`config.mk`:
```
export PLATFORM = sky130hd
export DESIGN_NAME = fgp_gpio_port
export DESIGN_NICKNAME = d
export VERILOG_FILES = /design/src/fgp_pkg.sv /design/src/fgp_gpio_port.sv /design/src/fgp_pin_cell.sv /design/src/fgp_sync.sv
export VERILOG_INCLUDE_DIRS = /design/src /design/src/src
export SDC_FILE = /design/constraint.sdc
export NUM_CORES = 1
export LEC_CHECK = 0
export BUFFER_PORTS_ARGS = -buffer_cell sky130_fd_sc_hd__buf_2
export CAP_MARGIN = 20
export CORE_MARGIN = 2
export CORE_UTILIZATION = 40
export DETAILED_ROUTE_END_ITERATION = 6
export PLACE_DENSITY_LB_ADDON = 0.3
export SETUP_SLACK_MARGIN = 0.02
export SYNTH_ARGS = -nofsm -noshare
export SYNTH_HDL_FRONTEND = slang
export SYNTH_SLANG_ARGS = --single-unit
```
`constraint.sdc`:
```
create_clock -name mclk -period 6.7 [get_ports mclk]
set_input_delay 2.01 -clock mclk [delete_from_list [all_inputs] [get_ports mclk]]
set_output_delay 2.01 -clock mclk [all_outputs]
set_load 0.005 [all_outputs]
```
`src/fgp_map.svh`:
```
// register offsets, field layout, reset values and widths of the four-bit gpio port
`ifndef FGP_MAP_SVH
`define FGP_MAP_SVH

// bus widths and pin count
`define FGP_ADDR_W 4
`define FGP_DATA_W 8
`define FGP_PINS 4
`define FGP_PSEL_W 2
`define FGP_PERIPH_N 3

// register offsets
`define FGP_OFF_PIN_STATE 4'h0
`define FGP_OFF_DIRECTION 4'h1
`define FGP_OFF_LATCH 4'h2
`define FGP_OFF_THRESHOLD 4'h3
`define FGP_OFF_PULLUP 4'h4
`define FGP_OFF_ANALOG 4'h5
`define FGP_OFF_PSEL 4'h6
`define FGP_OFF_BIT_SET 4'h7
`define FGP_OFF_BIT_CLR 4'h8
`define FGP_OFF_CHG_RISE 4'h9
`define FGP_OFF_CHG_FALL 4'ha
`define FGP_OFF_CHG_FLAG 4'hb

// field positions
`define FGP_PIN_LSB 0
`define FGP_PIN_MSB 3
`define FGP_PSEL_LSB 0
`define FGP_PSEL_MSB 7

// reset values
`define FGP_RST_DIRECTION 4'hf
`define FGP_RST_LATCH 4'h0
`define FGP_RST_THRESHOLD 4'hf
`define FGP_RST_PULLUP 4'h0
`define FGP_RST_ANALOG 4'h0
`define FGP_RST_PSEL 8'h00
`define FGP_RST_CHG 4'h0
`define FGP_RST_RDATA 8'h00

`endif

```
`src/fgp_pkg.sv`:
```
// types shared by the four-bit gpio port
`default_nettype none

package fgp_pkg;

	// output source of one pin
	typedef enum logic [1:0] {
		FGP_SRC_LATCH   = 2'h0,
		FGP_SRC_PERIPH0 = 2'h1,
		FGP_SRC_PERIPH1 = 2'h2,
		FGP_SRC_PERIPH2 = 2'h3
	} fgp_src_type;

	// input threshold of one pin
	typedef enum logic {
		FGP_THR_TTL     = 1'h0,
		FGP_THR_SCHMITT = 1'h1
	} fgp_thr_type;

endpackage

`default_nettype wire

```
`src/fgp_gpio_port.sv`:
```
// four-bit general-purpose port: registers, pin drive and pin sensing
`include "fgp_map.svh"
`default_nettype none

module fgp_gpio_port (
	// clock and reset
	input  wire logic                     mclk,
	input  wire logic                     rst,
	// register port
	input  wire logic [`FGP_ADDR_W-1:0]   reg_addr,
	input  wire logic [`FGP_DATA_W-1:0]   reg_wdata,
	input  wire logic                     reg_wr,
	input  wire logic                     reg_rd,
	output logic      [`FGP_DATA_W-1:0]   reg_rdata,
	// pins, sensed at both thresholds
	input  wire logic [`FGP_PINS-1:0]     pin_st_in,
	input  wire logic [`FGP_PINS-1:0]     pin_ttl_in,
	// pins, driven
	output logic      [`FGP_PINS-1:0]     pin_out,
	output logic      [`FGP_PINS-1:0]     pin_oe,
	output logic      [`FGP_PINS-1:0]     pin_pullup_en,
	output logic      [`FGP_PINS-1:0]     pin_analog_en,
	// peripheral side
	input  wire logic [`FGP_PERIPH_N-1:0] periph_out,
	output logic      [`FGP_PINS-1:0]     pin_level,
	output logic      [`FGP_PINS-1:0]     pin_change
);

	// control registers
	logic [`FGP_PINS-1:0]   dir_q;
	logic [`FGP_PINS-1:0]   dir_d;
	logic [`FGP_PINS-1:0]   latch_q;
	logic [`FGP_PINS-1:0]   latch_d;
	logic [`FGP_PINS-1:0]   thr_q;
	logic [`FGP_PINS-1:0]   thr_d;
	logic [`FGP_PINS-1:0]   wpu_q;
	logic [`FGP_PINS-1:0]   wpu_d;
	logic [`FGP_PINS-1:0]   ana_q;
	logic [`FGP_PINS-1:0]   ana_d;
	logic [`FGP_DATA_W-1:0] psel_q;
	logic [`FGP_DATA_W-1:0] psel_d;
	logic [`FGP_PINS-1:0]   rise_en_q;
	logic [`FGP_PINS-1:0]   rise_en_d;
	logic [`FGP_PINS-1:0]   fall_en_q;
	logic [`FGP_PINS-1:0]   fall_en_d;
	logic [`FGP_PINS-1:0]   chg_flag_q;
	logic [`FGP_PINS-1:0]   chg_flag_d;
	logic [`FGP_PINS-1:0]   prev_lvl_q;
	logic [`FGP_DATA_W-1:0] rdata_d;

	// synchronised pin levels
	logic [`FGP_PINS-1:0]   st_sync;
	logic [`FGP_PINS-1:0]   ttl_sync;

	// per-pin cell results
	logic [`FGP_PINS-1:0]   cell_level;
	logic [`FGP_PINS-1:0]   cell_drive;
	logic [`FGP_PINS-1:0]   cell_enable;

	// address decode
	logic                   wr_pin_state;
	logic                   wr_direction;
	logic                   wr_latch;
	logic                   wr_threshold;
	logic                   wr_pullup;
	logic                   wr_analog;
	logic                   wr_psel;
	logic                   wr_bit_set;
	logic                   wr_bit_clr;
	logic                   wr_chg_rise;
	logic                   wr_chg_fall;
	logic                   wr_chg_flag;
	logic [`FGP_PINS-1:0]   wdata_pins;

	// change detection
	logic [`FGP_PINS-1:0]   rise_seen;
	logic [`FGP_PINS-1:0]   fall_seen;
	logic [`FGP_PINS-1:0]   chg_event;
	logic [`FGP_PINS-1:0]   chg_clear;

	// read selection
	logic [`FGP_PINS-1:0]   rd_pins;
	logic                   rd_mapped;

	fgp_sync #(
		.WIDTH(`FGP_PINS)
	) u_sync_st (
		.mclk    (mclk),
		.rst     (rst),
		.async_in(pin_st_in),
		.sync_out(st_sync)
	);

	fgp_sync #(
		.WIDTH(`FGP_PINS)
	) u_sync_ttl (
		.mclk    (mclk),
		.rst     (rst),
		.async_in(pin_ttl_in),
		.sync_out(ttl_sync)
	);

	for (genvar i = 0; i < `FGP_PINS; i++) begin : g_pin
		fgp_pin_cell u_cell (
			.st_level  (st_sync[i]),
			.ttl_level (ttl_sync[i]),
			.thr_sel   (fgp_pkg::fgp_thr_type'(thr_q[i])),
			.analog    (ana_q[i]),
			.dir_in    (dir_q[i]),
			.src_sel   (fgp_pkg::fgp_src_type'(psel_q[2*i+1 -: `FGP_PSEL_W])),
			.latch_bit (latch_q[i]),
			.periph_out(periph_out),
			.level     (cell_level[i]),
			.drive     (cell_drive[i]),
			.enable    (cell_enable[i])
		);
	end

	// write decode
	assign wdata_pins   = reg_wdata[`FGP_PIN_MSB:`FGP_PIN_LSB];
	assign wr_pin_state = reg_wr && (reg_addr == `FGP_OFF_PIN_STATE);
	assign wr_direction = reg_wr && (reg_addr == `FGP_OFF_DIRECTION);
	assign wr_latch     = reg_wr && (reg_addr == `FGP_OFF_LATCH);
	assign wr_threshold = reg_wr && (reg_addr == `FGP_OFF_THRESHOLD);
	assign wr_pullup    = reg_wr && (reg_addr == `FGP_OFF_PULLUP);
	assign wr_analog    = reg_wr && (reg_addr == `FGP_OFF_ANALOG);
	assign wr_psel      = reg_wr && (reg_addr == `FGP_OFF_PSEL);
	assign wr_bit_set   = reg_wr && (reg_addr == `FGP_OFF_BIT_SET);
	assign wr_bit_clr   = reg_wr && (reg_addr == `FGP_OFF_BIT_CLR);
	assign wr_chg_rise  = reg_wr && (reg_addr == `FGP_OFF_CHG_RISE);
	assign wr_chg_fall  = reg_wr && (reg_addr == `FGP_OFF_CHG_FALL);
	assign wr_chg_flag  = reg_wr && (reg_addr == `FGP_OFF_CHG_FLAG);

	assign latch_d = wr_pin_state ? wdata_pins :
	                 wr_bit_set   ? (cell_level | wdata_pins) :
	                 wr_bit_clr   ? (cell_level & ~wdata_pins) :
	                 wr_latch     ? wdata_pins : latch_q;

	assign dir_d = wr_direction ? wdata_pins : dir_q;

	assign thr_d = wr_threshold ? wdata_pins : thr_q;

	assign wpu_d = wr_pullup ? wdata_pins : wpu_q;

	assign ana_d = wr_analog ? wdata_pins : ana_q;

	assign psel_d = wr_psel ? reg_wdata[`FGP_PSEL_MSB:`FGP_PSEL_LSB] : psel_q;

	assign rise_en_d = wr_chg_rise ? wdata_pins : rise_en_q;
	assign fall_en_d = wr_chg_fall ? wdata_pins : fall_en_q;

	assign rise_seen = cell_level & ~prev_lvl_q & rise_en_q;
	assign fall_seen = ~cell_level & prev_lvl_q & fall_en_q;
	assign chg_event = rise_seen | fall_seen;

	// flags clear on write of one, a new event wins
	assign chg_clear  = wr_chg_flag ? wdata_pins : '0;
	assign chg_flag_d = (chg_flag_q & ~chg_clear) | chg_event;

	always_comb begin
		rd_mapped = 1'b1;
		unique case (reg_addr)
			`FGP_OFF_PIN_STATE: rd_pins = cell_level;
			`FGP_OFF_DIRECTION: rd_pins = dir_q;
			`FGP_OFF_LATCH:     rd_pins = latch_q;
			`FGP_OFF_THRESHOLD: rd_pins = thr_q;
			`FGP_OFF_PULLUP:    rd_pins = wpu_q;
			`FGP_OFF_ANALOG:    rd_pins = ana_q;
			`FGP_OFF_CHG_RISE:  rd_pins = rise_en_q;
			`FGP_OFF_CHG_FALL:  rd_pins = fall_en_q;
			`FGP_OFF_CHG_FLAG:  rd_pins = chg_flag_q;
			default: begin
				rd_pins   = '0;
				rd_mapped = (reg_addr == `FGP_OFF_PSEL);
			end
		endcase
	end

	// read data for the next cycle only
	assign rdata_d = !reg_rd                       ? `FGP_RST_RDATA :
	                 (reg_addr == `FGP_OFF_PSEL)   ? psel_q :
	                 rd_mapped                     ? {{(`FGP_DATA_W-`FGP_PINS){1'b0}}, rd_pins} :
	                 `FGP_RST_RDATA;

	// direction register
	always_ff @(posedge mclk or posedge rst) begin
		if (rst) begin
			dir_q <= `FGP_RST_DIRECTION;
		end else begin
			dir_q <= dir_d;
		end
	end

	// output latch
	always_ff @(posedge mclk or posedge rst) begin
		if (rst) begin
			latch_q <= `FGP_RST_LATCH;
		end else begin
			latch_q <= latch_d;
		end
	end

	// threshold register
	always_ff @(posedge mclk or posedge rst) begin
		if (rst) begin
			thr_q <= `FGP_RST_THRESHOLD;
		end else begin
			thr_q <= thr_d;
		end
	end

	// pull-up register
	always_ff @(posedge mclk or posedge rst) begin
		if (rst) begin
			wpu_q <= `FGP_RST_PULLUP;
		end else begin
			wpu_q <= wpu_d;
		end
	end

	// analog register
	always_ff @(posedge mclk or posedge rst) begin
		if (rst) begin
			ana_q <= `FGP_RST_ANALOG;
		end else begin
			ana_q <= ana_d;
		end
	end

	// source select register
	always_ff @(posedge mclk or posedge rst) begin
		if (rst) begin
			psel_q <= `FGP_RST_PSEL;
		end else begin
			psel_q <= psel_d;
		end
	end

	// rise enable register
	always_ff @(posedge mclk or posedge rst) begin
		if (rst) begin
			rise_en_q <= `FGP_RST_CHG;
		end else begin
			rise_en_q <= rise_en_d;
		end
	end

	// fall enable register
	always_ff @(posedge mclk or posedge rst) begin
		if (rst) begin
			fall_en_q <= `FGP_RST_CHG;
		end else begin
			fall_en_q <= fall_en_d;
		end
	end

	// previous level for edges
	always_ff @(posedge mclk or posedge rst) begin
		if (rst) begin
			prev_lvl_q <= `FGP_RST_CHG;
		end else begin
			prev_lvl_q <= cell_level;
		end
	end

	// sticky change flags
	always_ff @(posedge mclk or posedge rst) begin
		if (rst) begin
			chg_flag_q <= `FGP_RST_CHG;
		end else begin
			chg_flag_q <= chg_flag_d;
		end
	end

	// one-cycle change pulse
	always_ff @(posedge mclk or posedge rst) begin
		if (rst) begin
			pin_change <= `FGP_RST_CHG;
		end else begin
			pin_change <= chg_event;
		end
	end

	always_ff @(posedge mclk or posedge rst) begin
		if (rst) begin
			pin_out <= `FGP_RST_LATCH;
			pin_oe  <= ~`FGP_RST_DIRECTION;
		end else begin
			pin_out <= cell_drive;
			pin_oe  <= cell_enable;
		end
	end

	// pull-up and analog outputs
	always_ff @(posedge mclk or posedge rst) begin
		if (rst) begin
			pin_pullup_en <= `FGP_RST_PULLUP;
			pin_analog_en <= `FGP_RST_ANALOG;
		end else begin
			pin_pullup_en <= wpu_q;
			pin_analog_en <= ana_q;
		end
	end

	// sensed levels
	always_ff @(posedge mclk or posedge rst) begin
		if (rst) begin
			pin_level <= `FGP_RST_CHG;
		end else begin
			pin_level <= cell_level;
		end
	end

	// register reads
	always_ff @(posedge mclk or posedge rst) begin
		if (rst) begin
			reg_rdata <= `FGP_RST_RDATA;
		end else begin
			reg_rdata <= rdata_d;
		end
	end

endmodule

`default_nettype wire

```
`src/fgp_pin_cell.sv`:
```
// one pin: input threshold choice and output source choice
`include "fgp_map.svh"
`default_nettype none

module fgp_pin_cell (
	// sensed levels, already synchronised
	input  wire logic                     st_level,
	input  wire logic                     ttl_level,
	// controls
	input  wire fgp_pkg::fgp_thr_type     thr_sel,
	input  wire logic                     analog,
	input  wire logic                     dir_in,
	input  wire fgp_pkg::fgp_src_type     src_sel,
	// output sources
	input  wire logic                     latch_bit,
	input  wire logic [`FGP_PERIPH_N-1:0] periph_out,
	// results
	output wire logic                     level,
	output wire logic                     drive,
	output wire logic                     enable
);

	logic src_bit;

	// threshold picks the read level, analog mode reads zero
	assign level = analog ? 1'b0 : ((thr_sel == fgp_pkg::FGP_THR_SCHMITT) ? st_level : ttl_level);

	always_comb begin
		unique case (src_sel)
			fgp_pkg::FGP_SRC_LATCH:   src_bit = latch_bit;
			fgp_pkg::FGP_SRC_PERIPH0: src_bit = periph_out[0];
			fgp_pkg::FGP_SRC_PERIPH1: src_bit = periph_out[1];
			fgp_pkg::FGP_SRC_PERIPH2: src_bit = periph_out[2];
		endcase
	end

	// digital drive ignores analog mode
	assign drive  = src_bit;
	assign enable = ~dir_in;

endmodule

`default_nettype wire

```
`src/fgp_sync.sv`:
```
// two-stage synchroniser for pin levels
`default_nettype none

module fgp_sync #(
	parameter int WIDTH = 4
) (
	// clock and reset
	input  wire logic             mclk,
	input  wire logic             rst,
	// levels
	input  wire logic [WIDTH-1:0] async_in,
	output logic      [WIDTH-1:0] sync_out
);

	logic [WIDTH-1:0] meta_q;

	always_ff @(posedge mclk or posedge rst) begin
		if (rst) begin
			meta_q   <= '0;
			sync_out <= '0;
		end else begin
			meta_q   <= async_in;
			sync_out <= meta_q;
		end
	end

endmodule

`default_nettype wire

```
==> summary.md, run 1 <==
| Metric | Value |
|---|---|
| Vias in the first global route | 2246 |
| Lkg Pwr | 1.87 nW |
| Share of cells above drive strength 1 | 0.401 |
| Delay-heaviest family, CP | simple AND/OR/NAND/NOR gates |
| Synth cell types | 47 |
| Die W | 99.1 um |
| TritonCTS clock tree | built |
| Clk sink count | 88 |
| Starting DRC count in detailed routing | 205 |
| Root Driver | clkbuf_8 |
| Highest metal used | met4 |
| Port Buffers | 58 |
| Post-DR vias/cell | 5.29 |
| Yosys reg bits | 88 |
| Post-CTS Setup Inserts | 0 |
| Nets | 349 |
| RSZ-0062 raised after global routing | false |
| Leading cell types in the layout, fill and taps excluded | 80 x dfrtp_1, 58 x buf_2, 32 x mux2_2 |
| Adder-Cell Fraction of Synth Area | 0 |
| N_diodes | 0 |
| Worst hold path type | flop to flop |
| Worst Max-Slew Pin Slew | 0.880 ns |
| P&R area growth vs syn | 15.5% |
| Top cells by area, synth | dfrtp_1 55%, mux2_2 10%, dfstp_2 5.8%, mux2i_1 2.8%, mux4_2 2.5% |
| GR Util All Layers | 0.167 |
| Worst-path clk slew | 0.09 ns |
| Tcrit/Tclk final | 0.484 |
| Total number of yosys warnings | 0 |
| Initial antenna violation count | 0 |
| Antenna-violating nets left | 0 |
| Commonest non-fill, non-tap cell in the layout | dfrtp_1 |
| Routed met2 length | 3.68 mm |
| Clock Skews | 0.0142 ns |
| CTS max path bufs | 2 |
| Largest family of logic cells by synthesized area | multiplexers |
| Post-Synth Simple-Gate Area | 0.107 |
| Seq/Total Area, Yosys | 0.612 |
| FP Rows | 34 |
| Via count | 2300 |
| DP HPWL | 5.43 mm |
| Biggest regs | psel_q (8), reg_rdata (8) |
| Avg Cell Area, Syn | 13.7 um2 |
| Cells after Synth | 264 |
| Total global routing overflow | 0 |
| CP endpoint kind | flop |
| M1 WL | 3.49 mm |
| Max Fclk | 308 MHz |
| Final core occ | 0.477 |
| Worst endpoint required time | 6.95 ns |
| Outcome | finished clean |
| Crit path buf inv count | 1 |
| Power Dens Cells | 307 mW/mm2 |
| Post-cts resize count | 0 |
| Largest net degree at the start of global routing | 73 |
| Hold Fails Final Rpt | 0 |
| Crit-path max FO | 24 |
| Initial Util | 0.412 |
| Post-synthesis compound-gate area fraction | 0.0948 |
| Yosys top cell by area | dfrtp_1 |
| Ys async rst share | 1.00 |
| Die area | 0.00981 mm2 |
| Post-synthesis mux area share | 0.160 |
| Worst path max stage delay | 0.36 ns |
| Crit-path cells | buf_2 > nor2b_2 > nand2_1 > nor2_2 > mux2_2 |
| Setup CP Type | input port to flop |
| # IOs | 59 |
| Post-Synth XOR/XNOR Area | 0 |
| Fillers | 792 |
| Max-slew violations | 0 |
| Max cap viols | 0 |
| DR DRC count | 0 |
| Syn nets | 291 |
| Pwr Total | 1.28 mW |
| Normalized max-slew margin | 0.414 |
| Worst setup SP type | input port |
| Min cycle time layout | 3.24 ns |
| Number of flops mapped to enable cells by yosys | 0 |
| VDD IR max | 0.000105 V |
| TNS Setup | 0 ns |
| Main synth FF type | dfrtp_1 |
| Slowest CP cell | mux2_2 |
| Post-Syn Area | 0.00361 mm2 |
| Max H-tree Level | 3 |
| Crit path DAT | 3.50 ns |
| Final WL | 7.66 mm |
| Yosys top cell area share | 0.554 |
| Setup violations, final | 0 |
| Num CTS Buffers | 9 |
| First-pass GRT wire length | 12.4 mm |
| Pre-antenna DRT Iters | 4 |
| Worst skew pair latency | 0.37 ns |
| Die height | 99.1 um |
| WL/cell | 17.6 um |
| WL met3 | 370 um |
| Core footprint | 0.00876 mm2 |
| Cts hold-fix bufs | 0 |
| Routability Congestion | 0.852 |
## routing by layer
| layer | GRT usage | vias up |
|---|---|---|
| li1 | - | 1070 |
| met1 | 0.234 | 1155 |
| met2 | 0.254 | 63 |
| met3 | 0.0348 | 12 |
| met4 | 0.0695 | 0 |
| met5 | 0 | - |
## stage by stage
stage | area (um2) | hold WS [ns] | cells | setup slack [ns]
2_1_floorplan | 3610 | 0.331 | 264 | 2.42
3_3_place_gp | 3980 | 0.332 | 419 | 3.16
3_5_place_dp | 3980 | 0.335 | 419 | 3.09
4_1_cts | 4180 | 0.355 | 435 | 3.49
5_1_grt | 4180 | 0.365 | 435 | 3.35
6_report | 4180 | 0.352 | 435 | 3.46
## area by class of cell
| cell class | instances | area, um2 | share of cell area |
|---|---|---|---|
| Sequential cell | 88 | 2210 | 0.530 |
| Multi-Input combinational cell | 158 | 1310 | 0.313 |
| Timing Repair Buffer | 59 | 298 | 0.0713 |
| Tap cell | 108 | 135 | 0.0324 |
| Clock buffer | 9 | 124 | 0.0297 |
| Clock inverter | 7 | 77.6 | 0.0186 |
| Inverter | 6 | 23.8 | 0.00569 |
## Yosys cell counts (2+ instances only)
master and number:
a22oi_1 8, nand2b_1 7, and3_1 2, mux4_2 4, o31a_1 2, mux2_2 32, nor2_2 5, clkbuf_1 5
a211oi_1 3, buf_6 2, nand2_1 17, o21ai_1 6, and2_1 4, o21ai_0 4, buf_2 2, mux2i_1 10
nand3_1 5, nand3b_1 2, inv_1 6, buf_4 3, a21o_1 4, nor2b_1 4, nor2_1 8, dfstp_2 8
o32ai_1 5, dfrtp_1 80, o41a_1 5, or4_1 2
## where the power goes
part | internal, mW | total, mW | switching (mW)
Clock | 0.175 | 0.374 | 0.199
Sequential | 0.635 | 0.701 | 0.0665
Combinational | 0.112 | 0.206 | 0.0941
## worst register-to-register path: cells and delay by family, from the launching register on
kind / cells / cell delay [ns]
multiplexers: 1 / 0.14
AND/OR/NAND/NOR: 1 / 0.41
AO/OA/AOI/OAI: 2 / 0.44
flip-flops: 1 / 0.56
## kinds of logic (layout without fill, tap and decap cells)
family	Yosys count	in the layout
buffers and inverters	18	81
muxes	48	48
AOI/OAI and AO/OA	44	44
DFF	88	88
and+or+nand+nor	66	66
## worst paths after layout
kind / cells after the start / start / slack (ns) / endpoint
max in group asynchronous: 3 / rst / 3.99 / fall_en_q[0]
hold / removal: 0 / u_sync_st.meta_q[2] / 0.35 / u_sync_st.sync_out[2]
min in group asynchronous: 2 / rst / 1.55 / pin_out[1]
setup / recovery: 5 / reg_addr[2] / 3.46 / wpu_q[3]
setup reg to reg: 4 / thr_q[2] / 5.07 / reg_rdata[2]
hold reg to reg: 0 / u_sync_st.meta_q[2] / 0.35 / u_sync_st.sync_out[2]
(Power assumes the default switching activity.)
==> inputs of run 2 (changes only) <==
==> constraint.sdc (replaced) <==
create_clock -name mclk -period 3.2 [get_ports mclk]
set_input_delay 0.96 -clock mclk [delete_from_list [all_inputs] [get_ports mclk]]
set_output_delay 0.96 -clock mclk [all_outputs]
set_load 0.005 [all_outputs]
==> run 2 against run 1 <==
  * Setup slack got worse by 2.4 ns
  * Critical path depth did not move
  * Critical endpoint is now wpu_q[1]
  * Final cell count unchanged
  * Sequential power increased by 110%
  * Core utilization is 0.46 points higher
  * Sequential share of layout area fell by 0.50 points
  * Global-route usage barely moved
  * Non-clock buffer count unchanged
  * Hold slack gained 0.0011 ns
  * Total power rose by 120%
  * Largest power group unchanged
  * Die area is the same
  * Sequential cell count did not move
==> summary.md, run 2 (synthesized netlist as in run 1, its figures left out) <==
| Metric | Value |
|---|---|
| TritonCTS clock tree | built |
| GR Util All Layers | 0.167 (-0.000453) |
| Routed met2 length | 3.78 mm (+2.8%) |
| Clock Skews | 0.00863 ns (-0.00557 ns) |
| Worst skew pair latency | 0.36 ns (about the same) |
| CP endpoint kind | flop |
| VDD IR max | 0.000395 V (+280%) |
| Leading cell types in the layout, fill and taps excluded | 80 x dfrtp_1, 58 x buf_2, 32 x mux2_2 |
| WL/cell | 17.5 um (-0.50%) |
| Max H-tree Level | 3 (unchanged) |
| Setup violations, final | 0 (unchanged) |
| P&R area growth vs syn | 16.6% |
| Hold slack | 0.353 ns (+0.00111 ns) |
| N_diodes | 0 (unchanged) |
| Slowest CP cell | mux2_2 |
| Max Fclk | 459 MHz |
| Die W | 99.1 um (unchanged) |
| Max cap viols | 0 (unchanged) |
| Port Buffers | 58 (unchanged) |
| Normalized max-slew margin | 0.643 (+0.230) |
| R2R depth | 4 (unchanged) |
| Routability Congestion | 0.846 (-0.67%) |
| WL met3 | 380 um (+2.7%) |
| Tcrit/Tclk final | 0.680 |
| Power Dens Cells | 656 mW/mm2 (+110%) |
| Via count | 2318 (+0.78%) |
| Starting DRC count in detailed routing | 150 (-27%) |
| Worst hold path type | flop to flop |
| Die height | 99.1 um (unchanged) |
| Share of cells above drive strength 1 | 0.401 (unchanged) |
| Worst Hold Endpoint | u_sync_ttl.sync_out[3] |
| Setup CP Type | input port to flop |
| First-pass GRT wire length | 12.3 mm (-0.73%) |
| RSZ-0062 raised after global routing | false |
| Setup ws final | 1.02 ns (-2.43 ns) |
| Commonest non-fill, non-tap cell in the layout | dfrtp_1 |
| RR Endpoint | reg_rdata[2] |
| Reg2reg start | thr_q[2] |
| Post-CTS Setup Inserts | 0 (unchanged) |
| Num CTS Buffers | 9 (unchanged) |
| Flop pwr share | 0.530 (-0.017) |
| Crit-path cells | buf_2 > nor2b_2 > nand2_1 > nor2_2 > mux2_2 |
| Worst path max stage delay | 0.37 ns (about the same) |
| Initial antenna violation count | 0 (unchanged) |
| Worst Max-Slew Pin Slew | 0.532 ns (-0.348 ns) |
| Hold Fails Final Rpt | 0 (unchanged) |
| Initial Util | 0.412 (unchanged) |
| Combinational power share | 0.158 (-0.003) |
| DR DRC count | 0 (unchanged) |
| Fillers | 816 (+3.0%) |
| Cts hold-fix bufs | 0 (unchanged) |
| CTS max path bufs | 2 (unchanged) |
| Worst setup SP type | input port |
| Largest net degree at the start of global routing | 89 (+22%) |
| Crit-path max FO | 24 (unchanged) |
| Lkg Pwr | 1.89 nW (+0.89%) |
| Net Sw Frac | 0.271 (-0.00932) |
| # IOs | 59 (unchanged) |
| Crit path DAT | 2.43 ns (-1.07 ns) |
| Post-Place Setup Slack | 0.649 ns (-2.45 ns) |
| Post-cts resize count | 0 (unchanged) |
| Die area | 0.00981 mm2 (unchanged) |
| Hold depth | 0 (unchanged) |
| Total global routing overflow | 0 (unchanged) |
| Pwr Total | 2.77 mW (+120%) |
| Min cycle time layout | 2.18 ns |
| Final WL | 7.62 mm (-0.50%) |
| Vias in the first global route | 2312 (+2.9%) |
| M1 WL | 3.31 mm (-5.1%) |
| TNS Setup | 0 ns (unchanged) |
| FP Rows | 34 (unchanged) |
| DP HPWL | 5.47 mm (+0.61%) |
| Worst endpoint required time | 3.45 ns (-3.50 ns) |
| Biggest regs | psel_q (8), reg_rdata (8) |
| Core footprint | 0.00876 mm2 (unchanged) |
| Worst-path clk slew | 0.09 ns (about the same) |
| Outcome | finished clean |
| Nets | 349 (unchanged) |
| Post-DR vias/cell | 5.33 (+0.78%) |
| Clk sink count | 88 (unchanged) |
| Max-slew violations | 0 (unchanged) |
| Antenna-violating nets left | 0 (unchanged) |
| Pre-antenna DRT Iters | 4 (unchanged) |
| Clock Power Share | 0.312 (+0.020) |
| Switching pwr | 750 uW (+110%) |
| Internal | 2.02 mW (+120%) |
| Highest metal used | met4 |
| Worst R2R Setup Slack | 1.52 ns (-3.55 ns) |
| Hold wc startpoint | u_sync_ttl.meta_q[3] |
| Root Driver | clkbuf_8 |
## run 2: cell count changes in the layout (fill, tap and decap cells not counted), sizes merged
| cell | delta |
|---|---|
| inv | +1 |
| clkinv | -2 |
| bufinv | +1 |
## run 2: worst max-delay path: cells and delay by family
family / cells / cell delay, ns
multiplexers: 1 / 0.37
AND/OR/NAND/NOR: 3 / 0.75
buffers and inverters: 1 / 0.34
## run 2: worst max path at each step
| stage | from | to | slack [ns] | depth (start not counted) |
|---|---|---|---|---|
| after global routing | reg_addr[2] | wpu_q[2] | 0.97 | 5 |
| after global placement | reg_addr[2] | psel_q[5] | 0.71 | 5 |
| after floorplan | reg_addr[3] | wpu_q[0] | 1.08 | 5 |
| final | reg_addr[2] | wpu_q[1] | 1.02 | 5 |
| after detailed placement | reg_addr[2] | psel_q[0] | 0.65 | 5 |
| after CTS | reg_addr[2] | wpu_q[1] | 1.04 | 5 |
## run 2: area by class of cell
| class | count | area, um2 | share of cell area |
|---|---|---|---|
| Tap cell | 108 | 135 | 0.0320 |
| Inverter | 6 | 26.3 | 0.00623 |
| Clock inverter | 7 | 103 | 0.0243 |
| Clock buffer | 9 | 124 | 0.0294 |
| Sequential cell | 88 | 2210 | 0.525 |
| Multi-Input combinational cell | 158 | 1310 | 0.310 |
| Timing Repair Buffer | 59 | 310 | 0.0736 |
## run 2: per-layer routing
metal  vias up  GRT usage
met5         -          0
met4         0     0.0632
met3        12     0.0397
met2        58      0.269
met1      1178      0.219
li1       1070          -
## run 2: power groups by stage
stage / Clock, mW / Sequential [mW] / Combinational [mW]
after floorplan: 0 / 1.46 / 0.277
after global placement: 0 / 1.49 / 0.429
after detailed placement: 0 / 1.49 / 0.444
after CTS: 0.888 / 1.47 / 0.445
after global routing: 0.936 / 1.50 / 0.481
final: 0.863 / 1.47 / 0.437
## run 2: stage by stage
| step | instances | utilization | cell area, um2 |
|---|---|---|---|
| after floorplan | 264 | - | 3620 |
| after global placement | 419 | 0.455 | 3990 |
| after detailed placement | 419 | 0.455 | 3990 |
| after CTS | 435 | 0.481 | 4220 |
| after global routing | 435 | 0.481 | 4220 |
| final | 435 | 0.481 | 4220 |
